`src/rtl/lock_pkg.sv`:
```
// Purpose: constants and carrier types for the guard locking control logic
// Assumes: 50 MHz clock, all sensor and request inputs asynchronous
package lock_pkg;

  localparam int unsigned CLK_HZ = 50_000_000;
  localparam int unsigned PULSE_MIN_MS = 1500;
  localparam int unsigned PULSE_MAX_MS = 2500;
  localparam int unsigned PROC_MS = 100;
  // all times use the same integer division, with no rounding up; 50 MHz divides evenly
  localparam int unsigned PULSE_MIN_CYC = (CLK_HZ / 1000) * PULSE_MIN_MS;
  localparam int unsigned PULSE_MAX_CYC = (CLK_HZ / 1000) * PULSE_MAX_MS;
  localparam int unsigned PROC_CYC = (CLK_HZ / 1000) * PROC_MS;

  localparam logic [3:0] ERR_NONE = 4'h0;
  localparam logic [3:0] ERR_AUX_RELEASE = 4'h1;
  localparam logic [3:0] ERR_AUX_NOT_RESTORED = 4'h2;
  localparam logic [3:0] ERR_CROSS_SHORT = 4'h3;
  localparam logic [3:0] ERR_PIN_MISMATCH = 4'h4;

  typedef enum logic [1:0] {
    LK_UNLOCKED,
    LK_LOCKING,
    LK_LOCKED,
    LK_UNLOCKING
  } lock_state_t;

  // sensed conditions from the switch head
  typedef struct packed {
    logic actuator_detected;
    logic pin_locked;
    logic aux_release_active;
    logic aux_restore_bad;
  } sense_t;

  // two safety outputs, driven and read back
  typedef struct packed {
    logic ch1;
    logic ch2;
  } safety_pair_t;

endpackage

```
`src/rtl/guard_lock_interlock_logic.sv`:
```
// Purpose: guard locking toggle, safety output and fault control
// Assumes: rst_n comes from power-on reset only; pin sensed by a sensor
// Notes: fault latches until rst_n; request pulses are measured on the
//   synchronised AND of both request channels
module guard_lock_interlock_logic #(
  parameter int unsigned PULSE_MIN = lock_pkg::PULSE_MIN_CYC,
  parameter int unsigned PULSE_MAX = lock_pkg::PULSE_MAX_CYC,
  parameter int unsigned PROC_TIME = lock_pkg::PROC_CYC
) (
  // clock and power-on reset
  input  wire logic                   clock,
  input  wire logic                   rst_n,
  // solenoid requests from the safety controller
  input  wire logic                   lock_request_ch1,
  input  wire logic                   lock_request_ch2,
  // switch head sensing
  input  wire lock_pkg::sense_t       sense_in,
  // safety output read-back for cross-short monitoring
  input  wire lock_pkg::safety_pair_t safety_readback,
  // outputs
  output      lock_pkg::safety_pair_t safety_output_channel,
  output      logic                   actuator_present_out,
  output      logic                   solenoid_drive,
  output      logic                   fault,
  output      logic [3:0]             error_code
);

  initial begin
    // the processing timer shares the pulse counter width
    if (PULSE_MIN == 0 || PULSE_MIN > PULSE_MAX || PROC_TIME == 0 ||
        PROC_TIME > PULSE_MAX + 1)
      $error("bad timing parameters");
  end

  localparam int CW = $clog2(PULSE_MAX + 2);

  // two-stage synchronisers for every asynchronous input
  localparam int NS = 8;
  logic [NS-1:0] raw_in;
  logic [NS-1:0] sync1_r;
  logic [NS-1:0] sync2_r;
  assign raw_in = {lock_request_ch1, lock_request_ch2, sense_in,
                   safety_readback};

  always_ff @(posedge clock) begin
    sync1_r <= raw_in;
    sync2_r <= sync1_r;
  end

  wire req_ch1 = sync2_r[7];
  wire req_ch2 = sync2_r[6];
  wire act_det = sync2_r[5];
  wire pin_lck = sync2_r[4];
  wire aux_rel = sync2_r[3];
  wire aux_bad = sync2_r[2];
  wire rb_ch1 = sync2_r[1];
  wire rb_ch2 = sync2_r[0];

  // request pulse measurement
  logic [CW-1:0] pulse_cnt_r;
  logic [CW-1:0] pulse_cnt_nxt;
  wire both_req = req_ch1 & req_ch2;
  wire at_max = (pulse_cnt_r == CW'(PULSE_MAX + 1));
  assign pulse_cnt_nxt = both_req ? (at_max ? pulse_cnt_r
                                            : pulse_cnt_r + CW'(1))
                                  : '0;
  // a valid pulse is recognised at its falling edge, so a stuck-high
  // request never toggles the lock
  wire pulse_ok = !both_req && (pulse_cnt_r >= CW'(PULSE_MIN)) &&
                  (pulse_cnt_r <= CW'(PULSE_MAX));

  always_ff @(posedge clock) begin
    if (!rst_n)
      pulse_cnt_r <= '0;
    else
      pulse_cnt_r <= pulse_cnt_nxt;
  end

  // lock state and processing timer
  lock_pkg::lock_state_t state_r;
  lock_pkg::lock_state_t state_nxt;
  logic [CW-1:0] proc_cnt_r;
  logic fault_r;
  logic [3:0] err_r;
  logic [3:0] err_nxt;

  wire proc_done = (proc_cnt_r == CW'(PROC_TIME - 1));

  always_comb begin
    state_nxt = state_r;
    unique case (state_r)
      lock_pkg::LK_UNLOCKED:
        if (pulse_ok) state_nxt = lock_pkg::LK_LOCKING;
      lock_pkg::LK_LOCKING:
        if (proc_done) state_nxt = lock_pkg::LK_LOCKED;
      lock_pkg::LK_LOCKED:
        if (pulse_ok) state_nxt = lock_pkg::LK_UNLOCKING;
      lock_pkg::LK_UNLOCKING:
        if (proc_done) state_nxt = lock_pkg::LK_UNLOCKED;
    endcase
    // a latched fault forces the state, and so the pin, to unlocked
    if (fault_r)
      state_nxt = lock_pkg::LK_UNLOCKED;
  end

  always_ff @(posedge clock) begin
    if (!rst_n) begin
      state_r <= lock_pkg::LK_UNLOCKED;
      proc_cnt_r <= '0;
    end else begin
      state_r <= state_nxt;
      if (state_nxt != state_r)
        proc_cnt_r <= '0;
      else if (!proc_done)
        proc_cnt_r <= proc_cnt_r + CW'(1);
    end
  end

  // lock is commanded from the start of the processing time, in LOCKING as well as LOCKED
  wire lock_cmd = (state_r == lock_pkg::LK_LOCKED) ||
                  (state_r == lock_pkg::LK_LOCKING);

  // driven outputs delayed to line up with the two-flop readback path,
  // so an ordinary output edge is not taken for a cross-short
  lock_pkg::safety_pair_t out_d1_r;
  lock_pkg::safety_pair_t out_d2_r;

  always_ff @(posedge clock) begin
    if (!rst_n) begin
      out_d1_r <= '0;
      out_d2_r <= '0;
    end else begin
      out_d1_r <= safety_output_channel;
      out_d2_r <= out_d1_r;
    end
  end

  // fault detection; only the first cause is recorded
  wire cross_short = (out_d2_r.ch1 != rb_ch1) ||
                     (out_d2_r.ch2 != rb_ch2);
  wire pin_bad = (state_r == lock_pkg::LK_LOCKED) && act_det && !pin_lck;

  always_comb begin
    err_nxt = lock_pkg::ERR_NONE;
    if (aux_rel)
      err_nxt = lock_pkg::ERR_AUX_RELEASE;
    else if (aux_bad)
      err_nxt = lock_pkg::ERR_AUX_NOT_RESTORED;
    else if (cross_short)
      err_nxt = lock_pkg::ERR_CROSS_SHORT;
    else if (pin_bad)
      err_nxt = lock_pkg::ERR_PIN_MISMATCH;
  end

  // only reset clears the latch, which is power-on reset in the system
  always_ff @(posedge clock) begin
    if (!rst_n) begin
      fault_r <= 1'b0;
      err_r <= lock_pkg::ERR_NONE;
    end else if (!fault_r && err_nxt != lock_pkg::ERR_NONE) begin
      fault_r <= 1'b1;
      err_r <= err_nxt;
    end
  end

  // safety output and presence flops
  wire outs_on = act_det && pin_lck && !aux_rel && !fault_r &&
                 (state_r == lock_pkg::LK_LOCKED);

  always_ff @(posedge clock) begin
    if (!rst_n) begin
      safety_output_channel <= '0;
      actuator_present_out <= 1'b0;
      solenoid_drive <= 1'b0;
    end else begin
      safety_output_channel.ch1 <= outs_on;
      safety_output_channel.ch2 <= outs_on;
      actuator_present_out <= act_det;
      solenoid_drive <= lock_cmd && !fault_r;
    end
  end

  assign fault = fault_r;
  assign error_code = err_r;

endmodule

```
`config.mk`:
```
export PLATFORM = sky130hd
export DESIGN_NAME = guard_lock_interlock_logic
export DESIGN_NICKNAME = d
export VERILOG_FILES = /design/src/rtl/lock_pkg.sv /design/src/rtl/guard_lock_interlock_logic.sv
export SDC_FILE = /design/constraint.sdc
export NUM_CORES = 1
export LEC_CHECK = 0
export BUFFER_PORTS_ARGS = -buffer_cell sky130_fd_sc_hd__buf_4
export CORE_MARGIN = 5
export CORE_UTILIZATION = 35
export DETAILED_ROUTE_END_ITERATION = 10
export MAX_ROUTING_LAYER = met4
export PLACE_DENSITY = 0.5
export RECOVER_POWER = 100
export SYNTH_ARGS = -nofsm -noshare
export SYNTH_HDL_FRONTEND = slang
export SYNTH_SLANG_ARGS = --single-unit
```
`constraint.sdc`:
```
create_clock -name clock -period 2.7 [get_ports clock]
set_input_delay 0.135 -clock clock [delete_from_list [all_inputs] [get_ports clock]]
set_output_delay 0.135 -clock clock [all_outputs]
set_load 0.1 [all_outputs]
```
## Word-level counts from Yosys, hierarchy flattened

Cells that the tools add are included.

| operators by class | value |
|---|---|
| bitwise logic cells | 2 |
| $lt $le $gt $ge | 2 |
| equal/unequal tests | 8 |
| add/subtract/negate cells | 2 |
| reductions and logical operators | 20 |
| muxes and demuxes | 10 |

Operators by type and width:

| cell | count |
|---|---|
| 27-bit by 1-bit adder with 27-bit output, second input constant | 2 |
| 27-bit by 23-bit equality test with 1-bit output, second input constant | 1 |
| 27-bit equality test, second input constant | 1 |
| 27-bit >= comparator, second input constant | 1 |
| 27-bit less-or-equal comparator, second input constant | 1 |
| 3-bit 2-to-1 mux | 4 |
| 1-bit logical AND | 10 |
| 2-bit 2-to-1 mux | 5 |
| 2-bit one-hot mux with 4 select lines | 1 |
| 2-bit equality test, second input constant | 2 |
| 1-bit zero test | 4 |
| 4-bit nonzero test | 1 |
| 2-bit by 1-bit equality test with 1-bit output, second input constant | 1 |
| 2-bit zero test | 1 |
| 1-bit logical OR | 2 |
| 1-bit != test | 2 |
| 2-bit != test | 1 |
| 2-bit AND reduction | 1 |
| 2-bit OR reduction | 1 |
| 1-bit AND | 1 |
| 1-bit NOT | 1 |

| word-level totals | value |
|---|---|
| logic and storage cells | 56 |
| bits in registers | 82 |
| output and inout port bits | 9 |

## Logic depth before layout (Yosys ltp)

Gate-level depths: netlist of the first run.

| logic depth | value |
|---|---|
| depth in word-level cells | 9 |
| gate-level depth with buffers | 9 |
| depth with buffers taken out | 8 |

## Worst setup path before layout of the first run

No wires, ideal clock.

| timing | value |
|---|---|
| kind | reg-to-reg |
| from | register fault_r (netlist: fault) |
| to | register proc_cnt_r[1] |
| library setup time | 0.062 ns |
| stages on the path, launching flop included | 9 |
| path slack | 0.496 ns |
| data required time | 2.638 ns |
| arrival time | 2.142 ns |
| buffers on the path | 2 |
| cell sequence | dfxtp_1 clkbuf_1 nor3_1 o21ai_0 o21ai_0 a21oi_1 o31ai_4 buf_8 nor2_2 |

| on the way | value |
|---|---|
| word-level cells in the longest chain between the ends | 3 |

Ends and longest elaborated chain:

| what | line | RTL |
|---|---|---|
| from (decl) | guard_lock_interlock_logic.sv:83 | `logic fault_r;` |
| from (signal assigned) | guard_lock_interlock_logic.sv:158 | `fault_r <= 1'b0;` |
| from (signal assigned) | guard_lock_interlock_logic.sv:161 | `fault_r <= 1'b1;` |
| 2-bit 2-to-1 mux | guard_lock_interlock_logic.sv:102 | `if (fault_r)` |
| 2-bit != test | guard_lock_interlock_logic.sv:112 | `if (state_nxt != state_r)` |
| 2-bit OR reduction (no line) | - |  |
| to (signal assigned) | guard_lock_interlock_logic.sv:115 | `proc_cnt_r <= proc_cnt_r + CW'(1);` |
| to (decl) | guard_lock_interlock_logic.sv:82 | `logic [CW-1:0] proc_cnt_r;` |

No other way between the ends.
A chain may end at the register's enable or synchronous reset.

## Final worst setup path of the first run

| timing | value |
|---|---|
| from | register proc_cnt_r[0] |
| to | register proc_cnt_r[4] |

| on the way | value |
|---|---|
| word-level cells in the longest chain between the ends | 6 |
| elaborated cells between the ends (all ways) | 8 |
| those cells by class | add/sub (1); eq/ne (2); mux (4); reduce/logical (1) |

Ends and longest elaborated chain:

| what | line | RTL |
|---|---|---|
| 27-bit by 23-bit equality test with 1-bit output | guard_lock_interlock_logic.sv:87 | `wire proc_done = (proc_cnt_r == CW'(PROC_TIME - 1));` |
| 2-bit 2-to-1 mux, on equally long branches | guard_lock_interlock_logic.sv:99, guard_lock_interlock_logic.sv:95 |  |
| 2-bit one-hot mux with 4 select lines | guard_lock_interlock_logic.sv:91 | `unique case (state_r)` |
| 2-bit 2-to-1 mux | guard_lock_interlock_logic.sv:102 |  |
| 2-bit != test | guard_lock_interlock_logic.sv:112 |  |
| 2-bit OR reduction (no line) | - |  |

Several ways; a longest one is shown, not always the timed one.

==> results.sh, run 1 <==
export IMPL_run_status="finished clean"
export IMPL_p_comb_share_pct=4.3
export IMPL_drc=0
export IMPL_design_area_sq_um=4080
export IMPL_leakage_nw=1.33
export IMPL_worstHoldPathCells=2
export IMPL_crit_path_max_fanout=27
export IMPL_ys_ff_latch=81
export IMPL_swShare_pct=23.2
export IMPL_place_gp_congestion=0.740
export IMPL_ys_seq_area_share_pct=45.0
export IMPL_syn_instance_count=409
export IMPL_cts_setup_buffers=0
export IMPL_wl_met1_microns=3480
export IMPL_yosysTopAreaCell="dfxtp_1"
export IMPL_layout_drive_gt1_share_pct=9.05
export IMPL_holdCritPathClass="primary input to flop"
export IMPL_maxCapViolCount=0
export IMPL_port_buffers=17
export IMPL_overflow=0
export IMPL_r2r_end="proc_cnt_r[4]"
export IMPL_fp_dieH_microns=111
export IMPL_pwr_share_clk_pct=41.1
export IMPL_final_nets=455
export IMPL_synth_cell_type_count=51
export IMPL_avgViaCountPerCell=4.71
export IMPL_routed_wl_microns=6790
export IMPL_relSlewSlack_pct=21.7
export IMPL_powerDensity_nw_per_um2=552
export IMPL_required_ps=2940
export IMPL_synth_edf_count=0
export IMPL_dr_total_vias=2725
export IMPL_yosys_area_top_type_share_pct=45.0
export IMPL_die_x_microns=111
export IMPL_worstHoldStart="rst_n"
export IMPL_drt_iter0_drc=72
export IMPL_met2_length_microns=3010
export IMPL_initial_core_util_pct=35.4
export IMPL_antenna_left=0
export IMPL_grt_pass1_vias=2661
export IMPL_cts_tree="built"
export IMPL_fin_worst_skew_ps=9.78
export IMPL_cts_made_buffers=9
export IMPL_async_flop_share_pct=0
export IMPL_drt_pass1_iter_count=4
export IMPL_place_ws_ps=537
export IMPL_tightest_slew_ps=1180
export IMPL_worstPathArrival_ps=2440
export IMPL_dr_wl_met3_microns=163
export IMPL_power_switching_uw=522
export IMPL_clock_sinks=81
export IMPL_synth_warnings=0
export IMPL_rows=37
export IMPL_synth_avg_cell_area_sq_um=8.81
export IMPL_cp_end_kind="flop"
export IMPL_worstSkewPairLatency_ps=350
export IMPL_drv_slew=0
export IMPL_worstSetupStartpointType="flop"
export IMPL_rsz0062_at_grt="false"
export IMPL_clockBufferDepth=2
export IMPL_period_share_pct=81.4
export IMPL_grt_pass1_wl_microns=12300
export IMPL_grt_max_degree=28
export IMPL_reg2reg_depth=8
export IMPL_syn_nets=427
export IMPL_dieArea_sq_um=12400
export IMPL_p_int_mw=1.73
export IMPL_wl_per_cell_microns=11.8
export IMPL_final_cell_mix="81 x nor2_1, 81 x dfxtp_1, 30 x nand2_1"
export IMPL_antenna_cells=0
export IMPL_ioPinCount=19
export IMPL_clk_pin_slew_ps=90
export IMPL_yosys_top_cells_area="dfxtp_1 45%, nor2_1 7.7%, xnor2_1 5.8%, xor2_1 5.3%, nand2_1 3.1%"
export IMPL_top_layer_used="met4"
export IMPL_peakVddDrop_mv=0.331
export IMPL_cts_root_buf="clkbuf_8"
export IMPL_area_growth_pct=13.2
export IMPL_num_fill_cells=1051
export IMPL_grt_usage_pct=12.2
export IMPL_fmax_ghz=0.455
export IMPL_ctsResizeCount=0
export IMPL_dpl_instance_area_sq_um=3850
export IMPL_criticalPathCategory="flop to flop"
export IMPL_ys_flop_type="dfxtp_1"
export IMPL_core_area_sq_um=10200
export IMPL_setup_tns_ps=0
export IMPL_antenna_found_initial=0
export IMPL_netlist_area_sq_um=3600
export IMPL_fin_ws_ps=503
export IMPL_finalSetupViolations=0
export IMPL_r2r_start="proc_cnt_r[0]"
export IMPL_seqPwrFrac_pct=54.6
export IMPL_hpwl_microns=4800
export IMPL_hold_end="out_d1_r[0]"
export IMPL_period_minus_slack_ps=2200
export IMPL_finalHoldViolations=0
export IMPL_r2r_slack_ps=500
export IMPL_cts_htree_levels=3
-- power by group through the flow --
stage | combinational [mW] | clock (mW) | sequential [mW]
2_1_floorplan | 0.0464 | 0 | 1.28
3_3_place_gp | 0.0943 | 0 | 1.26
3_5_place_dp | 0.0954 | 0 | 1.26
4_1_cts | 0.105 | 0.971 | 1.23
5_1_grt | 0.106 | 1.02 | 1.23
6_report | 0.0970 | 0.925 | 1.23
-- stage by stage --
| step | hold slack [ps] | total power, mW | utilization [%] | std cells |
|---|---|---|---|---|
| finish | 62.3 | 2.25 | 40.0 | 578 |
| global route | 48.3 | 2.36 | 40.0 | 578 |
| CTS | 41.5 | 2.30 | 40.7 | 578 |
| detailed placement | 241 | 1.35 | 37.9 | 554 |
| global placement | 240 | 1.35 | 37.9 | 554 |
| floorplan | 163 | 1.33 | - | 409 |
-- critical path: stages, from the launching register on --
cell and delay [ps]:
dfxtp_1 370, ha_1 200, and3_1 210, nand3_1 210, nor4_1 380, a21oi_1 190, o31ai_4 80, buf_4 330
nor3_1 100
-- worst max path at each step --
stage / start / to / slack [ps] / depth (start not counted)
2_1_floorplan: fault / proc_cnt_r[1] / 500 / 8
3_3_place_gp: proc_cnt_r[0] / proc_cnt_r[4] / 590 / 8
3_5_place_dp: proc_cnt_r[0] / proc_cnt_r[4] / 540 / 8
4_1_cts: proc_cnt_r[0] / proc_cnt_r[2] / 540 / 8
5_1_grt: proc_cnt_r[0] / proc_cnt_r[14] / 270 / 8
6_report: proc_cnt_r[0] / proc_cnt_r[4] / 500 / 8
-- cell usage after synthesis, types with 2 or more instances --
| library cell | n |
|---|---|
| xor2_1 | 22 |
| nor3_1 | 17 |
| nor2_1 | 74 |
| nand2_1 | 30 |
| a31oi_1 | 2 |
| buf_4 | 2 |
| nor3b_1 | 2 |
| a21oi_1 | 14 |
| nor4b_1 | 3 |
| o21a_1 | 2 |
| dfxtp_1 | 81 |
| nand3b_1 | 2 |
| o21ai_0 | 10 |
| a211oi_1 | 2 |
| or2_2 | 2 |
| and4_1 | 3 |
| clkbuf_1 | 7 |
| nor4_1 | 2 |
| xnor2_1 | 24 |
| nand4_1 | 12 |
| or3_1 | 4 |
| nor2_2 | 10 |
| buf_6 | 2 |
| nor4_2 | 5 |
| inv_1 | 13 |
| nand3_1 | 21 |
| and2_1 | 5 |
| and3_1 | 4 |
| ha_1 | 8 |
| or4_1 | 3 |
-- metal layers --
layer  global-route usage (%)  up-vias
met5                        -        -
met4                     6.16        0
met3                     2.45       11
met2                     18.3       25
met1                     15.8     1242
li1                         -     1447
-- logic make-up (layout without fill, tap and decap cells) --
logic type	count (synthesis)	count (layout)	share of synthesized area (%)
simple gates	206	206	29.4
flops	81	81	45.0
xor+xnor	46	46	11.2
compound gates	40	40	7.60
buf+inv	26	59	3.68
fa+ha+maj	8	8	2.78
other cells	1	1	0.104
mux	1	1	0.278
-- sequential cells by signal (all words and copies together), names as in the netlist --
name / flops
actuator_present_out: 1
error_code: 3
fault: 1
out_d1_r: 1
out_d2_r: 1
proc_cnt_r: 27
pulse_cnt_r: 27
safety_output_channel: 1
solenoid_drive: 1
state_r: 2
sync1_r: 8
sync2_r: 8
-- area by class of cell --
class	instances	area (sq um)	area share (%)
Sequential cell	81	1620	39.8
Timing Repair Buffer	30	208	5.09
Tap cell	136	170	4.17
Inverter	13	48.8	1.20
Clock buffer	11	151	3.71
Clock inverter	5	62.6	1.53
Multi-Input combinational cell	302	1820	44.5
-- what timing repair did --
| action | CTS | global route |
|---|---|---|
| hold buffers | 8 | 0 |
| endpoints found under the setup margin | 0 | 0 |
| endpoints found under the hold margin | 8 | 0 |
No activity file was read; power rests on OpenSTA's default activity.
==> run 2: changes to the inputs <==
- ABC_AREA: not set -> 1
- PLACE_DENSITY: 0.5 -> 0.51
- clock period: 2.7 -> 2 ns (I/O delays scaled with it)
==> run 2 against run 1 <==
Clock skew down 4.9 ps. Wire length up 24%. Combinational power increased by 100%. Via count rose by 27%. First-iteration DRC count up 96%. Clock power grew 66%. Flip-flop and latch count did not move. Utilization grew 4.9 points. Design area is 26% higher. Maximum frequency is 11% higher. Largest power group unchanged. Highest routed layer unchanged.
==> results.sh, run 2 <==
export IMPL_run_status="finished clean"
export IMPL_worstPathArrival_ps=2200
export IMPL_r2r_end="proc_cnt_r[19]"
export IMPL_overflow=0
export IMPL_port_buffers=17
export IMPL_final_common_cell="nand2_1"
export IMPL_cp_end_kind="flop"
export IMPL_powerDensity_nw_per_um2=660
export IMPL_fmax_ghz=0.506
export IMPL_syn_nets=563
export IMPL_synth_cell_type_count=35
export IMPL_grt_pass1_vias=3290
export IMPL_worstHoldPathCells=3
export IMPL_p_int_mw=2.56
export IMPL_area_growth_pct=25.4
export IMPL_holdCritPathClass="primary input to flop"
export IMPL_leakage_nw=2.00
export IMPL_top_regs="proc_cnt_r (27), pulse_cnt_r (27)"
export IMPL_setup_tns_ps=0
export IMPL_final_cell_mix="84 x nand2_1, 80 x inv_1, 67 x dfxtp_1"
export IMPL_avgViaCountPerCell=4.54
export IMPL_drv_slew=0
export IMPL_ys_ff_latch=81
export IMPL_yosysTopAreaCell="dfxtp_1"
export IMPL_clockBufferDepth=2
export IMPL_muxShareOfSynthArea_pct=0.275
export IMPL_dpl_instance_area_sq_um=4590
export IMPL_dr_total_vias=3449
export IMPL_final_nets=630
export IMPL_rows=39
export IMPL_grt_pass1_wl_microns=14600
export IMPL_finalSetupViolations=0
export IMPL_ys_seq_area_share_pct=39.6
export IMPL_seqPwrFrac_pct=48.9
export IMPL_hpwl_microns=6290
export IMPL_drc=0
export IMPL_fin_ws_ps=22.4
export IMPL_netlist_area_sq_um=4090
export IMPL_cts_tree="built"
export IMPL_grt_max_degree=21
export IMPL_worstSkewPairLatency_ps=330
export IMPL_fin_worst_skew_ps=4.86
export IMPL_wl_per_cell_microns=11.1
export IMPL_final_cell_count_no_fill=760
export IMPL_cts_made_buffers=9
export IMPL_synth_warnings=0
export IMPL_worstHoldStart="rst_n"
export IMPL_swShare_pct=24.4
export IMPL_antenna_found_initial=0
export IMPL_synth_avg_cell_area_sq_um=7.51
export IMPL_synthTopCellsByCount="90 x nand2_1, 86 x inv_1, 81 x dfxtp_1"
export IMPL_r2r_start="proc_cnt_r[0]"
export IMPL_fp_dieH_microns=118
export IMPL_drt_pass1_iter_count=5
export IMPL_synth_edf_count=0
export IMPL_ys_flop_type="dfxtp_1"
export IMPL_yosys_area_share_simple_pct=34.3
export IMPL_dp_cells=728
export IMPL_maxCapViolCount=0
export IMPL_synth_compound_area_share_pct=7.49
export IMPL_synth_top_family_by_area="simple AND/OR/NAND/NOR gates"
export IMPL_syn_instance_count=545
export IMPL_num_fill_cells=1161
export IMPL_clock_sinks=81
export IMPL_power_switching_uw=827
export IMPL_place_ws_ps=9.58
export IMPL_reg2reg_depth=15
export IMPL_tightest_slew_ps=1180
export IMPL_place_gp_congestion=0.857
export IMPL_synth_xor_area_share_pct=5.78
export IMPL_async_flop_share_pct=0
export IMPL_antenna_left=0
export IMPL_die_x_microns=118
export IMPL_cts_root_buf="clkbuf_16"
export IMPL_layout_drive_gt1_share_pct=27.2
export IMPL_peakVddDrop_mv=0.530
export IMPL_cts_htree_levels=3
export IMPL_initial_core_util_pct=35.9
export IMPL_design_area_sq_um=5130
export IMPL_required_ps=2220
export IMPL_yosys_area_top_type_share_pct=39.6
export IMPL_routed_wl_microns=8450
export IMPL_synthAdderAreaFrac_pct=2.44
export IMPL_drt_iter0_drc=141
export IMPL_grt_usage_pct=12.7
export IMPL_r2r_slack_ps=20
export IMPL_ioPinCount=19
export IMPL_worstSetupStartpointType="flop"
export IMPL_yosys_top_cells_area="dfxtp_1 40%, nand2_1 8.3%, inv_1 7.9%, nor2_1 6.7%, nor2_4 6.3%"
export IMPL_relSlewSlack_pct=21.5
export IMPL_crit_path_max_fanout=8
export IMPL_hold_end="out_d2_r[0]"
export IMPL_p_comb_share_pct=5.8
export IMPL_rsz0062_at_grt="true"
export IMPL_core_area_sq_um=11400
export IMPL_dieArea_sq_um=14000
export IMPL_antenna_cells=0
export IMPL_period_minus_slack_ps=1980
export IMPL_finalHoldViolations=0
export IMPL_pwr_share_clk_pct=45.3
export IMPL_clk_pin_slew_ps=60
export IMPL_period_share_pct=98.9
export IMPL_synth_most_common_cell="nand2_1"
export IMPL_criticalPathCategory="flop to flop"
==> run 2: logic make-up after synthesis <==
group,Yosys count
buffers and inverters,99
flip-flops,81
adder cells (fa/ha/maj),8
XOR/XNOR,27
AO/OA/AOI/OAI,55
AND/OR/NAND/NOR,273
multiplexers,1
other,1
==> run 2: worst max path at each step <==
stage	start	cells after the start	slack [ps]	end
floorplan	fault	6	40	proc_cnt_r[19]
global placement	proc_cnt_r[0]	14	60	proc_cnt_r[9]
detailed placement	proc_cnt_r[1]	14	10	proc_cnt_r[9]
CTS	proc_cnt_r[1]	14	8	proc_cnt_r[9]
global route	proc_cnt_r[0]	13	-120	proc_cnt_r[24]
finish	proc_cnt_r[0]	15	20	proc_cnt_r[19]
==> run 2: power by group through the flow <==
stage | sequential, mW | combinational [mW] | clock [mW]
floorplan | 1.73 | 0.0910 | 0
global placement | 1.69 | 0.182 | 0
detailed placement | 1.69 | 0.184 | 0
CTS | 1.66 | 0.197 | 1.59
global route | 1.66 | 0.213 | 1.67
finish | 1.66 | 0.195 | 1.54
==> run 2: critical path, stage by stage, from the launching register on <==
cell and delay [ps]:
dfxtp_2 360, ha_4 150, nand2_4 50, nor2_4 140, nand3_1 100, nor2_2 130
nand2_1 80, nand2_1 60, nand2_1 60, nand2_2 80, a21oi_4 70, a21oi_2 190
nor2_4 60, nand2_4 130, buf_12 170, nor2_4 30
==> run 2: per-layer routing <==
metal	GRT usage, %	part of all wire (%)	up-vias	wire length, microns
li1	-	-	1838	-
met1	16.5	48	1564	4090
met2	19.4	47	32	3950
met3	2.53	3.1	15	262
met4	5.30	1.7	0	144
met5	-	0	-	0
==> run 2: through the flow <==
stage	util, %	hold WS, ps	power, mW
4_1_cts	43.4	5.35	3.45
6_report	45.0	12.8	3.39
3_3_place_gp	40.2	205	1.87
2_1_floorplan	-	128	1.82
3_5_place_dp	40.2	206	1.88
5_1_grt	45.0	21.6	3.54
==> run 2: what timing repair did <==
item                                    CTS  global route
endpoints found under the setup margin    1            34
gates resized for setup                   0            58
hold buffers                              8             0
buffers inserted                          0             8
pin swaps                                 1            15
hold endpoints to repair                  8             0
==> run 2: area by class of cell <==
type / count / area (sq um) / share of cell area, %
clock inverter: 7 / 52.6 / 1.02
multi-input combinational: 365 / 2190 / 42.7
inverter: 93 / 349 / 6.80
timing repair buffer: 62 / 494 / 9.63
tap: 143 / 179 / 3.49
clock buffer: 9 / 225 / 4.39
sequential: 81 / 1640 / 32.0
